`config.mk`:
```
export PLATFORM = sky130hd
export DESIGN_NAME = adc_mode_ctrl
export DESIGN_NICKNAME = d
export VERILOG_FILES = /design/src/verilog/adc_ctrl_pkg.sv /design/src/verilog/adc_mode_ctrl.sv
export SDC_FILE = /design/constraint.sdc
export NUM_CORES = 1
export LEC_CHECK = 0
export ABC_CLOCK_PERIOD_IN_PS = 7800
export BUFFER_PORTS_ARGS = -buffer_cell sky130_fd_sc_hd__buf_2
export CORE_MARGIN = 1.5
export CORE_UTILIZATION = 50
export DETAILED_ROUTE_END_ITERATION = 12
export PLACE_DENSITY = 0.66
export SYNTH_ARGS = -nofsm -noshare
export SYNTH_HDL_FRONTEND = slang
export SYNTH_SLANG_ARGS = --single-unit
```
`constraint.sdc`:
```
create_clock -name clock_i -period 7.8 [get_ports clock_i]
set_input_delay 1.56 -clock clock_i [delete_from_list [all_inputs] [get_ports clock_i]]
set_output_delay 1.56 -clock clock_i [all_outputs]
set_load 0.02 [all_outputs]
```
`src/verilog/adc_ctrl_pkg.sv`:
```
/*
 * constants and mode type shared by the converter mode control logic.
 * assumes a 100 MHz system clock sampling the serial pins.
 */
package adc_ctrl_pkg;
    // ****************************************
    // operating modes
    // ****************************************
    typedef enum logic [1:0] {
        MODE_NORMAL = 2'h0,
        MODE_DAISY = 2'h1,
        MODE_PDOWN = 2'h3
    } mode_t;
    // undefined at power application; power-down is the safe pick
    localparam mode_t RESET_MODE = MODE_PDOWN;
    // ****************************************
    // word layout and edge windows
    // ****************************************
    localparam int WORD_BITS = 16;
    localparam int RES_BITS = 12;
    localparam int CNT_W = 5;
    localparam logic [CNT_W-1:0] CNT_MAX = 5'h1f;
    localparam logic [CNT_W-1:0] CHN_FALL = 5'h03;
    localparam logic [CNT_W-1:0] STY_FALL = 5'h04;
    localparam logic [CNT_W-1:0] TRACK_FALL = 5'h05;
    localparam logic [CNT_W-1:0] PD_MIN = 5'h02;
    localparam logic [CNT_W-1:0] DC_MIN = 5'h0a;
    localparam logic [CNT_W-1:0] DC_BAD = 5'h0c;
    localparam logic [CNT_W-1:0] NORM_MIN = 5'h0d;
    localparam logic [CNT_W-1:0] WORD_END = 5'h10;
    localparam int FIFO_DEPTH = 16;
    // ****************************************
    // timing
    // ****************************************
    localparam int CLK_NS = 10;
    localparam int POWERUP_NS = 1000;
    localparam int PU_CYC = (POWERUP_NS + CLK_NS - 1) / CLK_NS;
    localparam int PU_W = 8;
endpackage

```
`src/verilog/adc_mode_ctrl.sv`:
```
/*
 * mode control and serial shift logic of a two-channel sampling converter,
 * plus the result fifo between the converter core and the shifter.
 * assumes the host drives chip select, serial clock and serial input,
 * all asynchronous to clock_i and slow enough for two-flop sampling.
 */
`timescale 1ns/100ps

module word_fifo #(
    parameter int W = 12,
    parameter int DEPTH = 16
) (
    input wire logic clock_i,
    input wire logic resetn_i,
    input wire logic [W-1:0] in_data_i,
    input wire logic in_valid_i,
    output logic in_ready_o,
    output logic [W-1:0] out_data_o,
    output logic out_valid_o,
    input wire logic out_ready_i
);
    localparam int AW = $clog2(DEPTH);
    typedef struct packed {
        logic [DEPTH-1:0][W-1:0] mem;
        logic [AW-1:0] wp;
        logic [AW-1:0] rp;
        logic [AW:0] cnt;
        logic rdy;
    } fifo_t;
    fifo_t r;
    fifo_t n;
    logic push;
    logic pop;

    always_comb begin
        n = r;
        push = in_valid_i && r.rdy;
        pop = out_ready_i && (r.cnt != '0);
        if (push) begin
            n.mem[r.wp] = in_data_i;
            n.wp = r.wp + 1'b1;
        end
        if (pop) begin
            n.rp = r.rp + 1'b1;
        end
        n.cnt = r.cnt + {{AW{1'b0}}, push} - {{AW{1'b0}}, pop};
        // ready registered from the next count, so a full fifo stalls the core on the edge that fills it
        n.rdy = (n.cnt != (AW+1)'(DEPTH));
    end

    always_ff @(posedge clock_i or negedge resetn_i) begin
        if (!resetn_i) begin
            r <= '{mem: '0, wp: '0, rp: '0, cnt: '0, rdy: 1'b1};
        end else begin
            r <= n;
        end
    end

    assign in_ready_o = r.rdy;
    assign out_data_o = r.mem[r.rp];
    assign out_valid_o = (r.cnt != '0);
endmodule // word_fifo

module adc_mode_ctrl
    import adc_ctrl_pkg::*;
(
    input wire logic clock_i,
    input wire logic resetn_i,
    input wire logic cs_n_i,
    input wire logic sclk_i,
    input wire logic din_i,
    input wire logic [RES_BITS-1:0] result_i,
    input wire logic result_valid_i,
    output logic result_ready_o,
    output logic dout_o,
    output logic dout_oe_o,
    output logic track_o,
    output logic powered_o,
    output logic word_ok_o,
    output logic [1:0] mode_o
);
    // ****************************************
    // state
    // ****************************************
    typedef struct packed {
        logic [2:0] cs_p;
        logic [2:0] ck_p;
        logic [1:0] di_p;
        mode_t mode;
        logic active;
        logic [CNT_W-1:0] cnt;
        logic [WORD_BITS-1:0] shreg;
        logic chn_cap;
        logic sty_cap;
        logic chn_next;
        logic [PU_W-1:0] puc;
        logic dout;
        logic oe;
        logic track;
        logic powered;
        logic word_ok;
    } state_t;
    state_t r;
    state_t n;
    logic cs_fall;
    logic cs_rise;
    logic ck_fall;
    logic ck_rise;
    logic din_s;
    logic [RES_BITS-1:0] f_data;
    logic f_valid;
    logic f_pop;
    logic f_ready;
    logic [CNT_W-1:0] cnt_inc;

    word_fifo #(.W(RES_BITS), .DEPTH(FIFO_DEPTH)) u_fifo (
        .clock_i(clock_i),
        .resetn_i(resetn_i),
        .in_data_i(result_i),
        .in_valid_i(result_valid_i),
        .in_ready_o(f_ready),
        .out_data_o(f_data),
        .out_valid_o(f_valid),
        .out_ready_i(f_pop)
    );

    // stage 0 of each pipe is the metastable flop, read only by stage 1
    assign cs_fall = r.cs_p[2] && !r.cs_p[1];
    assign cs_rise = !r.cs_p[2] && r.cs_p[1];
    assign ck_fall = r.ck_p[2] && !r.ck_p[1] && r.active;
    assign ck_rise = !r.ck_p[2] && r.ck_p[1] && r.active;
    assign din_s = r.di_p[1];
    assign cnt_inc = (r.cnt == CNT_MAX) ? r.cnt : r.cnt + 1'b1;

    // ****************************************
    // next state
    // ****************************************
    always_comb begin
        n = r;
        f_pop = 1'b0;
        n.cs_p = {r.cs_p[1:0], cs_n_i};
        n.ck_p = {r.ck_p[1:0], sclk_i};
        n.di_p = {r.di_p[0], din_i};
        n.powered = (r.mode != MODE_PDOWN) || (r.active && r.puc >= PU_W'(PU_CYC));
        if (r.active && r.mode == MODE_PDOWN && r.puc != '1) begin
            n.puc = r.puc + 1'b1;
        end
        if (cs_fall) begin
            n.active = 1'b1;
            n.cnt = '0;
            n.puc = '0;
            n.track = 1'b0;
            n.oe = 1'b1;
            if (r.mode == MODE_DAISY) begin
                n.dout = r.shreg[WORD_BITS-1];
            end else begin
                // result stored and sent; empty fifo gives a zero result
                n.shreg = {2'h0, r.chn_next, r.chn_next,
                           f_valid ? f_data : {RES_BITS{1'b0}}};
                n.dout = 1'b0;
                n.word_ok = 1'b1;
                f_pop = f_valid;
            end
        end else if (ck_fall) begin
            n.cnt = cnt_inc;
            if (cnt_inc == CHN_FALL) begin
                n.chn_cap = din_s;
            end
            if (cnt_inc == STY_FALL) begin
                n.sty_cap = din_s;
            end
            if (r.mode == MODE_DAISY) begin
                n.shreg = {r.shreg[WORD_BITS-2:0], din_s};
                n.dout = r.shreg[WORD_BITS-2];
            end else if (cnt_inc < WORD_END) begin
                n.dout = r.shreg[4'(WORD_END - 1'b1 - cnt_inc)];
            end
            if (r.mode == MODE_DAISY && r.cnt == '0) begin
                // mode bit sits one place up after this shift; flip it against the word's channel
                n.shreg[WORD_BITS-3] = !r.shreg[WORD_BITS-3];
            end
            if (cnt_inc == WORD_END) begin
                n.oe = 1'b0;
            end
            if (r.mode == MODE_PDOWN && cnt_inc == TRACK_FALL) begin
                n.track = 1'b1;
            end
        end else if (ck_rise && r.mode != MODE_PDOWN && r.cnt >= NORM_MIN) begin
            n.track = 1'b1;
        end
        if (cs_rise) begin
            n.active = 1'b0;
            n.cnt = '0;
            n.oe = 1'b0;
            if (r.cnt >= STY_FALL) begin
                n.chn_next = r.chn_cap;
            end
            case (r.mode)
                MODE_NORMAL: begin
                    if (r.cnt >= PD_MIN && r.cnt < DC_MIN) begin
                        n.mode = MODE_PDOWN;
                    end else if (r.cnt >= DC_MIN && r.cnt < NORM_MIN) begin
                        n.mode = MODE_DAISY;
                        n.word_ok = (r.cnt < DC_BAD);
                    end
                end
                MODE_PDOWN: begin
                    if (r.cnt >= NORM_MIN) begin
                        n.mode = MODE_NORMAL;
                    end else if (r.cnt >= DC_MIN) begin
                        n.mode = MODE_DAISY;
                        n.word_ok = (r.cnt < DC_BAD);
                    end
                end
                MODE_DAISY: begin
                    if (r.cnt >= PD_MIN && r.cnt < DC_MIN) begin
                        n.mode = MODE_PDOWN;
                    end else if (r.cnt >= DC_MIN && r.cnt < NORM_MIN) begin
                        n.mode = MODE_NORMAL;
                    end else if (r.cnt >= NORM_MIN && r.chn_cap == r.sty_cap) begin
                        n.mode = MODE_NORMAL;
                    end
                end
                default: begin
                    n.mode = RESET_MODE;
                end
            endcase
            n.track = (n.mode != MODE_PDOWN);
        end
    end

    always_ff @(posedge clock_i or negedge resetn_i) begin
        if (!resetn_i) begin
            r <= '{cs_p: 3'h7, ck_p: 3'h7, mode: RESET_MODE, default: '0};
        end else begin
            r <= n;
        end
    end

    assign result_ready_o = f_ready;
    assign dout_o = r.dout;
    assign dout_oe_o = r.oe;
    assign track_o = r.track;
    assign powered_o = r.powered;
    assign word_ok_o = r.word_ok;
    assign mode_o = r.mode;
endmodule // adc_mode_ctrl

```
* After elaboration in Yosys (flattened, before gate mapping) *
Index checks and enable logic that the tools add are counted.

storage, ports and cells
  output and inout port bits = 8
  word-level logic and storage cells = 166
  bits in registers = 254

cells by class
  magnitude comparators = 13
  reduce and logical (&&, ||, !) cells = 45
  bitwise operators = 1
  mux-type cells = 49
  add/sub/neg operators = 7
  equality and inequality tests = 14

operators by type and width
  operator                                                                              count
  192-bit bitwise mux                                                                   1
  12-bit binary-select mux with 4-bit select                                            1
  12-bit demux with 4-bit select                                                        1
  12-bit two-way mux                                                                    3
  16-bit two-way mux                                                                    2
  23-bit two-way mux                                                                    1
  1-bit two-way mux                                                                     21
  21-bit two-way mux                                                                    1
  2-bit two-way mux                                                                     10
  1-bit logical AND                                                                     19
  8-bit two-way mux                                                                     2
  4-bit by 5-bit less-than comparator with 1-bit output (second input constant)         3
  5-bit by 4-bit less-than comparator with 1-bit output (second input constant)         3
  3-bit AND reduction                                                                   4
  3-bit nonzero test                                                                    4
  5-bit by 3-bit == test with 1-bit output (second input constant)                      2
  5-bit == test (second input constant)                                                 2
  5-bit by 4-bit greater-or-equal comparator with 1-bit output (second input constant)  2
  4-bit by 1-bit adder with 4-bit output (second input constant)                        2
  8-bit by 1-bit adder with 8-bit output (second input constant)                        1
  8-bit by 7-bit greater-or-equal comparator with 1-bit output (second input constant)  1
  8-bit != test (second input constant)                                                 1
  2-bit AND reduction                                                                   4
  2-bit nonzero test                                                                    4
  other kinds (28)                                                                      34

* Longest topological paths before layout *
Gate-level depths: netlist (run 1).

  depth after elaboration = 10
  mapped depth = 14

* Hierarchy *
Synthesis (run 1) repeated with hierarchy kept, for this count alone.

second synthesis, totals
  cell total of the unflattened synthesis = 913
  area, all modules = 12,393.1 µm²

modules (own cells, without submodules)
  module         area each (µm²)  instances  cells each
  word_fifo      9,490.4          1          604
  adc_mode_ctrl  2,902.8          1          309

* Worst setup path before layout (run 1) *
Ideal clock, no wire load.

  path kind = input to register
  start = input port result_valid_i
  end = register u_fifo.r, in the netlist u_fifo.in_ready_o
  setup slack = 4.700 ns
  arrival = 3.014 ns
  path buffers = 1
  cell stages on the path = 9
  cells stage by stage = and2_1 buf_2 ha_1 fa_1 a21oi_1 nor2_1 nor2_1 xnor2_1 nand3b_1

RTL lines
  element               RTL line             text
  start, declared       adc_mode_ctrl.sv:73  input wire logic result_valid_i,
  end signal, assigned  adc_mode_ctrl.sv:53  r <= '{mem: '0, wp: '0, rp: '0, cnt: '0, rdy: 1'b1};
  end signal, assigned  adc_mode_ctrl.sv:55  r <= n;
  end, declared         adc_mode_ctrl.sv:30  fifo_t r;

* Final worst setup path (run 1) *
  start = input port result_valid_i
  end = register u_fifo.r[148] (netlist bit)

between the ends
  cells in the longest elaborated chain, start to end = 1

RTL lines
  element            RTL line             text
  1-bit logical AND  adc_mode_ctrl.sv:37  push = in_valid_i && r.rdy;

No other way between the ends.
A chain may end at the register's enable or synchronous reset.

==> results of run 1 <==
==> layout make-up <==
cell class / instances / area, um^2
Clock inverter: 11 / 163
Inverter: 29 / 109
Tap cell: 324 / 405
Multi-Input combinational cell: 538 / 5470
Sequential cell: 254 / 6370
Clock buffer: 39 / 802
Antenna cell: 1 / 2.50
Fill cell: 1951 / 10600
Timing Repair Buffer: 37 / 225
==> layer usage <==
metal / track usage [%] / wire (um) / vias up
li1: - / - / 3234
met1: 28.6 / 11300 / 3684
met2: 34.8 / 12300 / 108
met3: 3.13 / 935 / 34
met4: 4.46 / 491 / 2
met5: 0 / 10 / -
==> cell families after synthesis <==
| logic type | Yosys count | synth area share [%] |
|---|---|---|
| adder cells (fa/ha/maj) | 25 | 2.62 |
| AND/OR/NAND/NOR | 131 | 5.36 |
| flip-flops | 254 | 52.1 |
| AO/OA/AOI/OAI | 96 | 4.80 |
| XOR/XNOR | 19 | 1.42 |
| multiplexers | 267 | 30.4 |
| buffers and inverters | 92 | 3.27 |
==> through the flow <==
| step | cell area, um^2 | setup slack [ns] | instances | util (%) |
|---|---|---|---|---|
| finish | 13500 | 4.61 | 1233 | 56.0 |
| global route | 13500 | 4.44 | 1232 | 56.0 |
| CTS | 13500 | 4.58 | 1232 | 56.0 |
| detailed placement | 12600 | 4.01 | 1182 | 52.0 |
| global placement | 12600 | 4.04 | 1182 | 52.0 |
| floorplan | 12200 | 4.70 | 884 | - |
==> path summary, 6_finish.rpt <==
| path | endpoint | cells past startpoint | slack, ns |
|---|---|---|---|
| worst max register to register | dout_o$_DFFE_PN0P_ | 7 | 4.78 |
| min in group asynchronous | r[10]$_DFFE_PN0P_ | 1 | 1.04 |
| worst min-delay path | n[44]$_DFF_PN1_ | 0 | 0.36 |
| max in group asynchronous | u_fifo.r[72]$_DFFE_PN0P_ | 2 | 5.19 |
| worst min register to register | n[44]$_DFF_PN1_ | 0 | 0.36 |
| worst max-delay path | u_fifo.r[148]$_DFFE_PN0P_ | 6 | 4.61 |
==> sequential cells by signal (all words and copies together) (netlist names) <==
| name | count |
|---|---|
| dout_o | 1 |
| word_ok_o | 1 |
| r | 35 |
| u_fifo.r | 205 |
| dout_oe_o | 1 |
| mode_o | 2 |
| din_s | 1 |
| track_o | 1 |
| u_fifo.in_ready_o | 1 |
| n | 5 |
| powered_o | 1 |
==> power breakdown <==
| part | internal [mW] | leakage (nW) | total (mW) | switching [mW] |
|---|---|---|---|---|
| clock network | 0.818 | 0.464 | 1.35 | 0.534 |
| registers | 1.91 | 3.15 | 2.30 | 0.390 |
| logic | 1.16 | 2.21 | 1.93 | 0.764 |
| total | 3.89 | 5.82 | 5.58 | 1.69 |
==> worst max-delay path: stages <==
cell and delay [ns]:
buf_2 0.07, and2_1 0.38, nand2_1 0.21, nor2_1 0.77
buf_4 0.29, mux2_2 0.34
==> cells in the mapped netlist (all sizes together), types with 4 or more instances <==
master and number:
dfrtp 245, mux2 197, mux4 63, clkbuf 45
nor2 38, o21ai 33, nand2 31, inv 29
a21oi 27, ha 24, buf 18, nor2b 14
nand3 13, xnor2 10, dfstp 9, xor2 9
mux2i 7, nand4 7, and3 6, nor3 6
a31oi 5, a22oi 4, o22ai 4
==> impl_metrics.json, run 1 <==
{
  "status": "completed",
  "ys_types": 60,
  "die-height_um": 159,
  "postRouteAntennaNets": 0,
  "maxCapViolations": 0,
  "wl_per_cell_um": 20.3,
  "crit_type": "in2reg",
  "cts_buffer_depth": 3,
  "max-slew-margin-rel_pct": 25.0,
  "synth.avg_cell_area_um2": 13.8,
  "dpl.hpwl_um": 15500,
  "fin_skew_ns": 0.0131,
  "synth_top_area_cell": "dfrtp_1",
  "clk_latency_ns": 0.55,
  "wl_um": 25000,
  "fin_crit_sh_pct": 41.0,
  "min_from": "n[43]$_DFF_PN1_",
  "cts_hold_buf": 0,
  "ir_drop_mv": 0.218,
  "postCtsSetupBuffers": 0,
  "yosysSeqAreaShare_pct": 52.1,
  "grt_max_degree": 108,
  "vias": 7062,
  "synth_edf_count": 0,
  "power_mw": 5.58,
  "end_kind": "flip-flop",
  "first_global_vias": 7305,
  "layout.nets": 931,
  "r2r_start": "r[32]$_DFFE_PN0P_",
  "postSynthCellCount": 884,
  "finalSetupViolations": 0,
  "first_pass_iters": 4,
  "layout_commonest_cell": "dfrtp_1",
  "die-area_um2": 25400,
  "crit_required_ns": 8.24,
  "fmax_ghz": 0.313,
  "final_cell_mix": "243 x dfrtp_1, 194 x mux2_2, 63 x mux4_2",
  "startpoint_type": "input pin",
  "grt_pass1_wl_um": 41400,
  "die_x_um": 159,
  "gp_congestion": 0.787,
  "ys.flop_type": "dfrtp_1",
  "io_buffers": 25,
  "final_layout_size_suffix_gt1_share_pct": 39.8,
  "clk_pin_slew_ns": 0.06,
  "area_growth_pct": 10.9,
  "hp-class": "reg2reg",
  "holdWs_ns": 0.361,
  "yosysTopAreaCellShare_pct": 50.2,
  "cts.sinks": 254,
  "drc": 0,
  "ioPinCount": 26,
  "cts_tree": "yes",
  "antenna_found_initial": 2,
  "hold_viol_final": 0,
  "vias_per_cell": 5.73,
  "synthArstFlopShare_pct": 100,
  "cts-htree-levels": 1,
  "core_area_um2": 24200,
  "crit_path_max_fanout": 13,
  "arrival_ns": 3.63,
  "root_buffer": "clkbuf_16",
  "track_usage_pct": 20.7,
  "rsz0062_at_grt": "no",
  "worst_pin_slew_ns": 1.12,
  "synthTopCellsByArea": "dfrtp_1 50%, mux2_2 18%, mux4_2 12%",
  "p_per_area_nw_per_um2": 412,
  "cts.repair.resized": 0,
  "finalMaxSlewViolations": 0,
  "syn_nets": 927,
  "yosysWarningCount": 0,
  "first_iter_violations": 362,
  "placementRows": 57,
  "ys_ff_latch": 254,
  "p_leak_nw": 5.82,
  "finalCriticalPeriod_ns": 3.19,
  "cts_inserted_buffers": 28,
  "cp-startpoint": "result_valid_i",
  "grt_overflow": 0,
  "start_util_pct": 50.5,
  "syn-cell-area_um2": 12200,
  "fin_setup_tns_ns": 0
}
No activity file was read; power rests on OpenSTA's default activity.
==> run 2: changes to the inputs <==
--- a/config.mk
+++ b/config.mk
@@ -5,7 +5,7 @@
 export SDC_FILE = /design/constraint.sdc
 export NUM_CORES = 1
 export LEC_CHECK = 0
-export ABC_CLOCK_PERIOD_IN_PS = 7800
+export ABC_CLOCK_PERIOD_IN_PS = 3200
 export BUFFER_PORTS_ARGS = -buffer_cell sky130_fd_sc_hd__buf_2
 export CORE_MARGIN = 1.5
 export CORE_UTILIZATION = 50
==> constraint.sdc (replaced) <==
create_clock -name clock_i -period 3.2 [get_ports clock_i]
set_input_delay 0.64 -clock clock_i [delete_from_list [all_inputs] [get_ports clock_i]]
set_output_delay 0.64 -clock clock_i [all_outputs]
set_load 0.02 [all_outputs]
==> impl_metrics.json, run 2 (synthesis gave the netlist of run 1 again) <==
{
  "status": "completed",
  "finalMaxSlewViolations": 0,
  "r2r_start": "r[33]$_DFFE_PN0P_",
  "hold_viol_final": 0,
  "p_per_area_nw_per_um2": 999,
  "root_buffer": "clkbuf_16",
  "p_leak_nw": 6.02,
  "cts_inserted_buffers": 27,
  "p_seq_share_pct": 40.0,
  "arrival_ns": 3.08,
  "r2r-end": "dout_o$_DFFE_PN0P_",
  "diodes": 0,
  "cts.repair.resized": 0,
  "maxCapViolations": 0,
  "internal-power_mw": 9.62,
  "cts.sinks": 254,
  "largest_reg_flops": 205,
  "layout.nets": 962,
  "fmax_ghz": 0.375,
  "antenna_found_initial": 2,
  "reg2reg_depth": 7,
  "cts-htree-levels": 1,
  "ir_drop_mv": 0.565,
  "clock_power_share_pct": 24.0,
  "drc": 0,
  "vias": 7354,
  "grt_pass1_wl_um": 43600,
  "p_sw_mw": 4.19,
  "layout_commonest_cell": "dfrtp_1",
  "core_area_um2": 24200,
  "cts_tree": "yes",
  "place_ws_ns": 0.530,
  "dpl.hpwl_um": 17300,
  "crit_path_max_fanout": 9,
  "cts_buffer_depth": 3,
  "die_x_um": 159,
  "grt_max_degree": 81,
  "worst_pin_slew_ns": 0.898,
  "area_growth_pct": 13.1,
  "io_buffers": 25,
  "cpPeakStageDelay_ns": 0.57,
  "clk_pin_slew_ns": 0.06,
  "cp-startpoint": "r[33]$_DFFE_PN0P_",
  "final_cell_area_um2": 13800,
  "die-height_um": 159,
  "track_usage_pct": 21.7,
  "postCtsSetupBuffers": 0,
  "first_iter_violations": 450,
  "p_sw_share_pct": 30.3,
  "vias_per_cell": 5.82,
  "first_global_vias": 7604,
  "end_kind": "flip-flop",
  "final_cell_mix": "243 x dfrtp_1, 194 x mux2_2, 63 x mux4_2",
  "clk_latency_ns": 0.55,
  "grt_overflow": 0,
  "hp-class": "in2async",
  "setup_ws_ns": 0.536,
  "rsz0062_at_grt": "no",
  "crit_required_ns": 3.62,
  "gp_congestion": 0.814,
  "regMostFlops": "u_fifo.r",
  "startpoint_type": "flip-flop",
  "max-slew-margin-rel_pct": 40.1,
  "first_pass_iters": 4,
  "fin_setup_tns_ns": 0,
  "crit_type": "reg2reg",
  "fin_util_pct": 57.1,
  "wl_per_cell_um": 20.9,
  "placementRows": 57,
  "final_layout_size_suffix_gt1_share_pct": 41.4,
  "p_comb_share_pct": 36.0,
  "reg2reg_slack_ns": 0.54,
  "die-area_um2": 25400,
  "fin_skew_ns": 0.0201,
  "start_util_pct": 50.5,
  "fin_crit_sh_pct": 83.2,
  "path_cells": "ha_1 > nand4_2 > xnor2_2 > mux2i_1 > a31oi_1 > and3_1 > o41a_1",
  "postRouteAntennaNets": 0,
  "crit_path_top_delay_cell": "xnor2_2",
  "finalSetupViolations": 0,
  "wl_um": 26400,
  "finalCriticalPeriod_ns": 2.66,
  "dpl_cell_area_um2": 12900,
  "cts_hold_buf": 0,
  "ioPinCount": 26
}
-- run 2: cell types whose count changed in the layout (fill, tap and decap cells not counted), sizes merged --
cell / previous run / this run
buf: 37 / 69
bufinv: 3 / 4
clkbuf: 39 / 36
clkinv: 5 / 8
clkinvlp: 3 / 0
diode: 1 / 0
inv: 29 / 31
-- run 2: final cells by class --
type	count	area, um^2
fillers	1927	10400
flip-flops and latches	254	6370
multi-input cells	538	5450
clock buffers	36	769
repair buffers	69	515
well taps	324	405
clock inverters	14	189
inverters	29	109
-- run 2: routing by layer --
layer / wire length (um) / GRT usage (%)
met2: 13000 / 36.6
met5: 11 / 0
met1: 11800 / 29.8
met4: 539 / 4.93
met3: 984 / 3.41
-- run 2: worst max-delay path: cells and delay by family (launching register included) --
| kind | cells | cell delay [ns] |
|---|---|---|
| AOI/OAI and AO/OA | 2 | 0.46 |
| xor gates and xnor gates | 1 | 0.57 |
| adders and majority gates | 1 | 0.35 |
| DFF | 1 | 0.34 |
| muxes | 1 | 0.30 |
| and+or+nand+nor | 2 | 0.51 |
-- run 2: how the worst max path moves through the flow --
stage	endpoint	cells after the start
floorplan	u_fifo.in_ready_o$_DFF_PN1_	14
global placement	dout_o$_DFFE_PN0P_	7
detailed placement	dout_o$_DFFE_PN0P_	7
CTS	dout_o$_DFFE_PN0P_	7
global route	dout_o$_DFFE_PN0P_	7
finish	dout_o$_DFFE_PN0P_	7
-- run 2: through the flow --
stage | hold WS [ns] | power [mW] | instances
after floorplan | 0.331 | 9.26 | 884
after global routing | 0.0899 | 14.6 | 1264
after detailed placement | 0.342 | 10.6 | 1214
after global placement | 0.345 | 10.4 | 1214
after CTS | 0.0724 | 13.9 | 1264
final | 0.0644 | 13.8 | 1264
-- run 2: power by group through the flow --
stage	sequential, mW	clock [mW]	combinational (mW)
6_report	5.52	3.31	4.97
5_1_grt	5.70	3.51	5.41
4_1_cts	5.51	3.39	5.03
3_5_place_dp	5.56	0	5.01
3_3_place_gp	5.51	0	4.90
2_1_floorplan	5.25	0	4.01
==> run 3: changes to the inputs <==
--- a/config.mk
+++ b/config.mk
@@ -5,12 +5,13 @@
 export SDC_FILE = /design/constraint.sdc
 export NUM_CORES = 1
 export LEC_CHECK = 0
-export ABC_CLOCK_PERIOD_IN_PS = 3200
+export ABC_AREA = 1
+export ABC_CLOCK_PERIOD_IN_PS = 2140
 export BUFFER_PORTS_ARGS = -buffer_cell sky130_fd_sc_hd__buf_2
 export CORE_MARGIN = 1.5
 export CORE_UTILIZATION = 50
 export DETAILED_ROUTE_END_ITERATION = 12
-export PLACE_DENSITY = 0.66
+export PLACE_DENSITY = 0.68
 export SYNTH_ARGS = -nofsm -noshare
 export SYNTH_HDL_FRONTEND = slang
 export SYNTH_SLANG_ARGS = --single-unit
==> constraint.sdc (replaced) <==
create_clock -name clock_i -period 2.14 [get_ports clock_i]
set_input_delay 0.428 -clock clock_i [delete_from_list [all_inputs] [get_ports clock_i]]
set_output_delay 0.428 -clock clock_i [all_outputs]
set_load 0.02 [all_outputs]
==> impl_metrics.json, run 3 <==
{
  "regMostFlops": "u_fifo.r",
  "crit_buf_inv": 4,
  "antenna_found_initial": 0,
  "synthAdderAreaFrac_pct": 2.70,
  "ys_ff_latch": 254,
  "grt_max_degree": 65,
  "finalCriticalPeriod_ns": 2.47,
  "layout.nets": 1473,
  "first_iter_violations": 718,
  "cts_tree": "yes",
  "die-height_um": 157,
  "hold_path_end": "u_fifo.r[10]$_DFFE_PN0P_",
  "synth_compound_area_share_pct": 20.1,
  "cts-htree-levels": 1,
  "placementRows": 56,
  "rsz0062_at_grt": "yes",
  "first_global_vias": 9414,
  "ys_top_cells_by_count": "317 x nand2_1, 303 x o21ai_0, 245 x dfrtp_1, 114 x nor2_1, 77 x inv_1",
  "finalMaxSlewViolations": 0,
  "end_kind": "flip-flop",
  "startpoint_type": "flip-flop",
  "final_cell_mix": "316 x nand2_1, 303 x o21ai_0, 244 x dfrtp_1",
  "min_from": "result_valid_i",
  "r2r_start": "n[47]$_DFF_PN1_",
  "grt_overflow": 0,
  "multi_input_area_um2": 4880,
  "ir_drop_mv": 0.814,
  "hp-class": "in2reg",
  "root_buffer": "clkbuf_16",
  "ioPinCount": 26,
  "r2r-end": "u_fifo.in_ready_o$_DFF_PN1_",
  "synth.avg_cell_area_um2": 8.55,
  "cpPeakStageDelay_ns": 0.53,
  "hold_viol_final": 0,
  "failed_checks": "negative setup slack",
  "synth_edf_count": 0,
  "clk_pin_slew_ns": 0.06,
  "yosys-mux-area-fraction_pct": 0.179,
  "nFillCells": 2125,
  "fmax_ghz": 0.404,
  "die-area_um2": 24700,
  "wl_per_cell_um": 17.2,
  "path_delay_family": "adder cells",
  "reg2reg_slack_ns": -0.33,
  "yosysSeqAreaShare_pct": 53.6,
  "dpl_cell_area_um2": 12700,
  "min_path_cells": 4,
  "arrival_ns": 2.93,
  "wl_um": 30400,
  "start_util_pct": 50.8,
  "power_mw": 20.5,
  "final_layout_size_suffix_gt1_share_pct": 12.3,
  "synth_xor_area_share_pct": 0.958,
  "vias": 9860,
  "crit_path_top_delay_cell": "dfstp_2",
  "crit_type": "reg2reg",
  "worst_pin_slew_ns": 0.571,
  "final_cell_area_um2": 13700,
  "synth_top_family_by_area": "compound AO/OA/AOI/OAI gates",
  "max-slew-margin-rel_pct": 61.9,
  "first_pass_iters": 7,
  "p_per_area_nw_per_um2": 1490,
  "diodes": 0,
  "reg2reg_depth": 15,
  "area_growth_pct": 15.6,
  "status": "finished with violations",
  "synth_top_area_cell": "dfrtp_1",
  "syn_nets": 1432,
  "io_buffers": 25,
  "post_synth_and_or_nand_nor_area_fraction_pct": 16.6,
  "cts_buffer_depth": 3,
  "track_usage_pct": 25.4,
  "vias_per_cell": 5.57,
  "seq_area_um2": 6370,
  "ys_types": 38,
  "largest_reg_flops": 205,
  "cts.sinks": 254,
  "core_area_um2": 23400,
  "yosysTopAreaCellShare_pct": 51.6,
  "setup_ws_ns": -0.333,
  "syn-cell-area_um2": 11900,
  "die_x_um": 157,
  "maxCapViolations": 0,
  "ys.flop_type": "dfrtp_1",
  "synthArstFlopShare_pct": 100,
  "postRouteAntennaNets": 0,
  "cts_inserted_buffers": 28,
  "crit_required_ns": 2.59,
  "path_cells": "inv_2 > ha_4 > clkinv_4 > a31oi_4 > nand2_2 > inv_2 > ha_4 > inv_2 > ha_4 > fa_2 > a21oi_2 > nor2_1 > nor2_1 > xor2_1 > nand2_1",
  "fin_crit_sh_pct": 116,
  "gp_congestion": 0.878,
  "drc": 0,
  "holdWs_ns": 0.293,
  "dpl.hpwl_um": 19000,
  "grt_pass1_wl_um": 49300,
  "synth.most_common_cell": "nand2_1",
  "p_leak_nw": 6.43,
  "finalSetupViolations": 2,
  "clk_latency_ns": 0.54,
  "fin_skew_ns": 0.0118,
  "yosysWarningCount": 0,
  "crit_path_max_fanout": 2,
  "synthTopCellsByArea": "dfrtp_1 52%, o21ai_0 13%, nand2_1 10%",
  "layout_commonest_cell": "nand2_1",
  "postSynthCellCount": 1389
}
[run 3: changes by cell type in the layout (fill, tap and decap cells not counted), sizes merged, moves of 9 or more]
cell,change
nand2,+288
o21ai,+277
mux2,-196
nor2,+80
mux4,-63
inv,+50
o221ai,+37
nand3,+33
buf,+30
nor2b,-14
a22oi,+10
xnor2,-9
[run 3: what timing repair did]
action / in CTS / in global routing
hold endpoints to repair: 57 / 0
gates resized for setup: 0 / 2
hold buffers: 4 / 0
buffers inserted: 3 / 2
pin swaps: 3 / 1
setup endpoints to repair: 2 / 4
[run 3: layer usage]
metal	up-vias	part of all wire, %	global-route usage (%)
met2	250	49	44.1
met5	-	0	0
met3	61	4.8	3.44
met4	0	2.5	8.40
li1	4757	-	-
met1	4792	44	33.0
[run 3: through the flow]
step                      instances  setup TNS, ns  utilization, %  setup slack (ns)
final                          1769         -0.581            58.7            -0.333
after floorplan                1389         -0.746               -            -0.371
after detailed placement       1710         -0.600            54.5            -0.342
after global routing           1769         -0.840            58.7            -0.442
after global placement         1710         -0.475            54.5            -0.274
after CTS                      1767         -0.538            58.6            -0.314
[run 3: logic make-up after synthesis]
group,Yosys count
simple gates,496
compound gates,425
flops,254
buf+inv,174
fa+ha+maj,25
xor+xnor,13
mux,2
[run 3: worst max path at each step]
stage                          startpoint                           to  slack [ns]  depth (start not counted)
after floorplan           n[47]$_DFF_PN1_  u_fifo.in_ready_o$_DFF_PN1_       -0.37                         16
after global placement    n[47]$_DFF_PN1_  u_fifo.in_ready_o$_DFF_PN1_       -0.27                         15
after detailed placement  n[47]$_DFF_PN1_  u_fifo.in_ready_o$_DFF_PN1_       -0.34                         15
after CTS                 n[47]$_DFF_PN1_  u_fifo.in_ready_o$_DFF_PN1_       -0.31                         15
after global routing      n[47]$_DFF_PN1_  u_fifo.in_ready_o$_DFF_PN1_       -0.44                         15
final                     n[47]$_DFF_PN1_  u_fifo.in_ready_o$_DFF_PN1_       -0.33                         15
[run 3: power breakdown]
group | internal, mW | switching (mW) | leakage, nW
clock network | 2.77 | 1.91 | 0.452
registers | 6.94 | 1.13 | 3.20
logic | 2.96 | 4.79 | 2.78
total | 12.7 | 7.83 | 6.43
[run 3: tightest hold or removal path, cell delays in order]
cell,delay (ns)
buf_2,0.09
nand2_1,0.07
buf_4,0.14
xor2_1,0.06
[run 3: layout make-up]
type                            count  area share, %
Sequential cell                   254           46.4
Inverter                           82           2.28
Multi-Input combinational cell    961           35.5
Timing Repair Buffer              103           6.32
Tap cell                          319           2.91
Clock buffer                       43           6.32
Clock inverter                      7          0.273
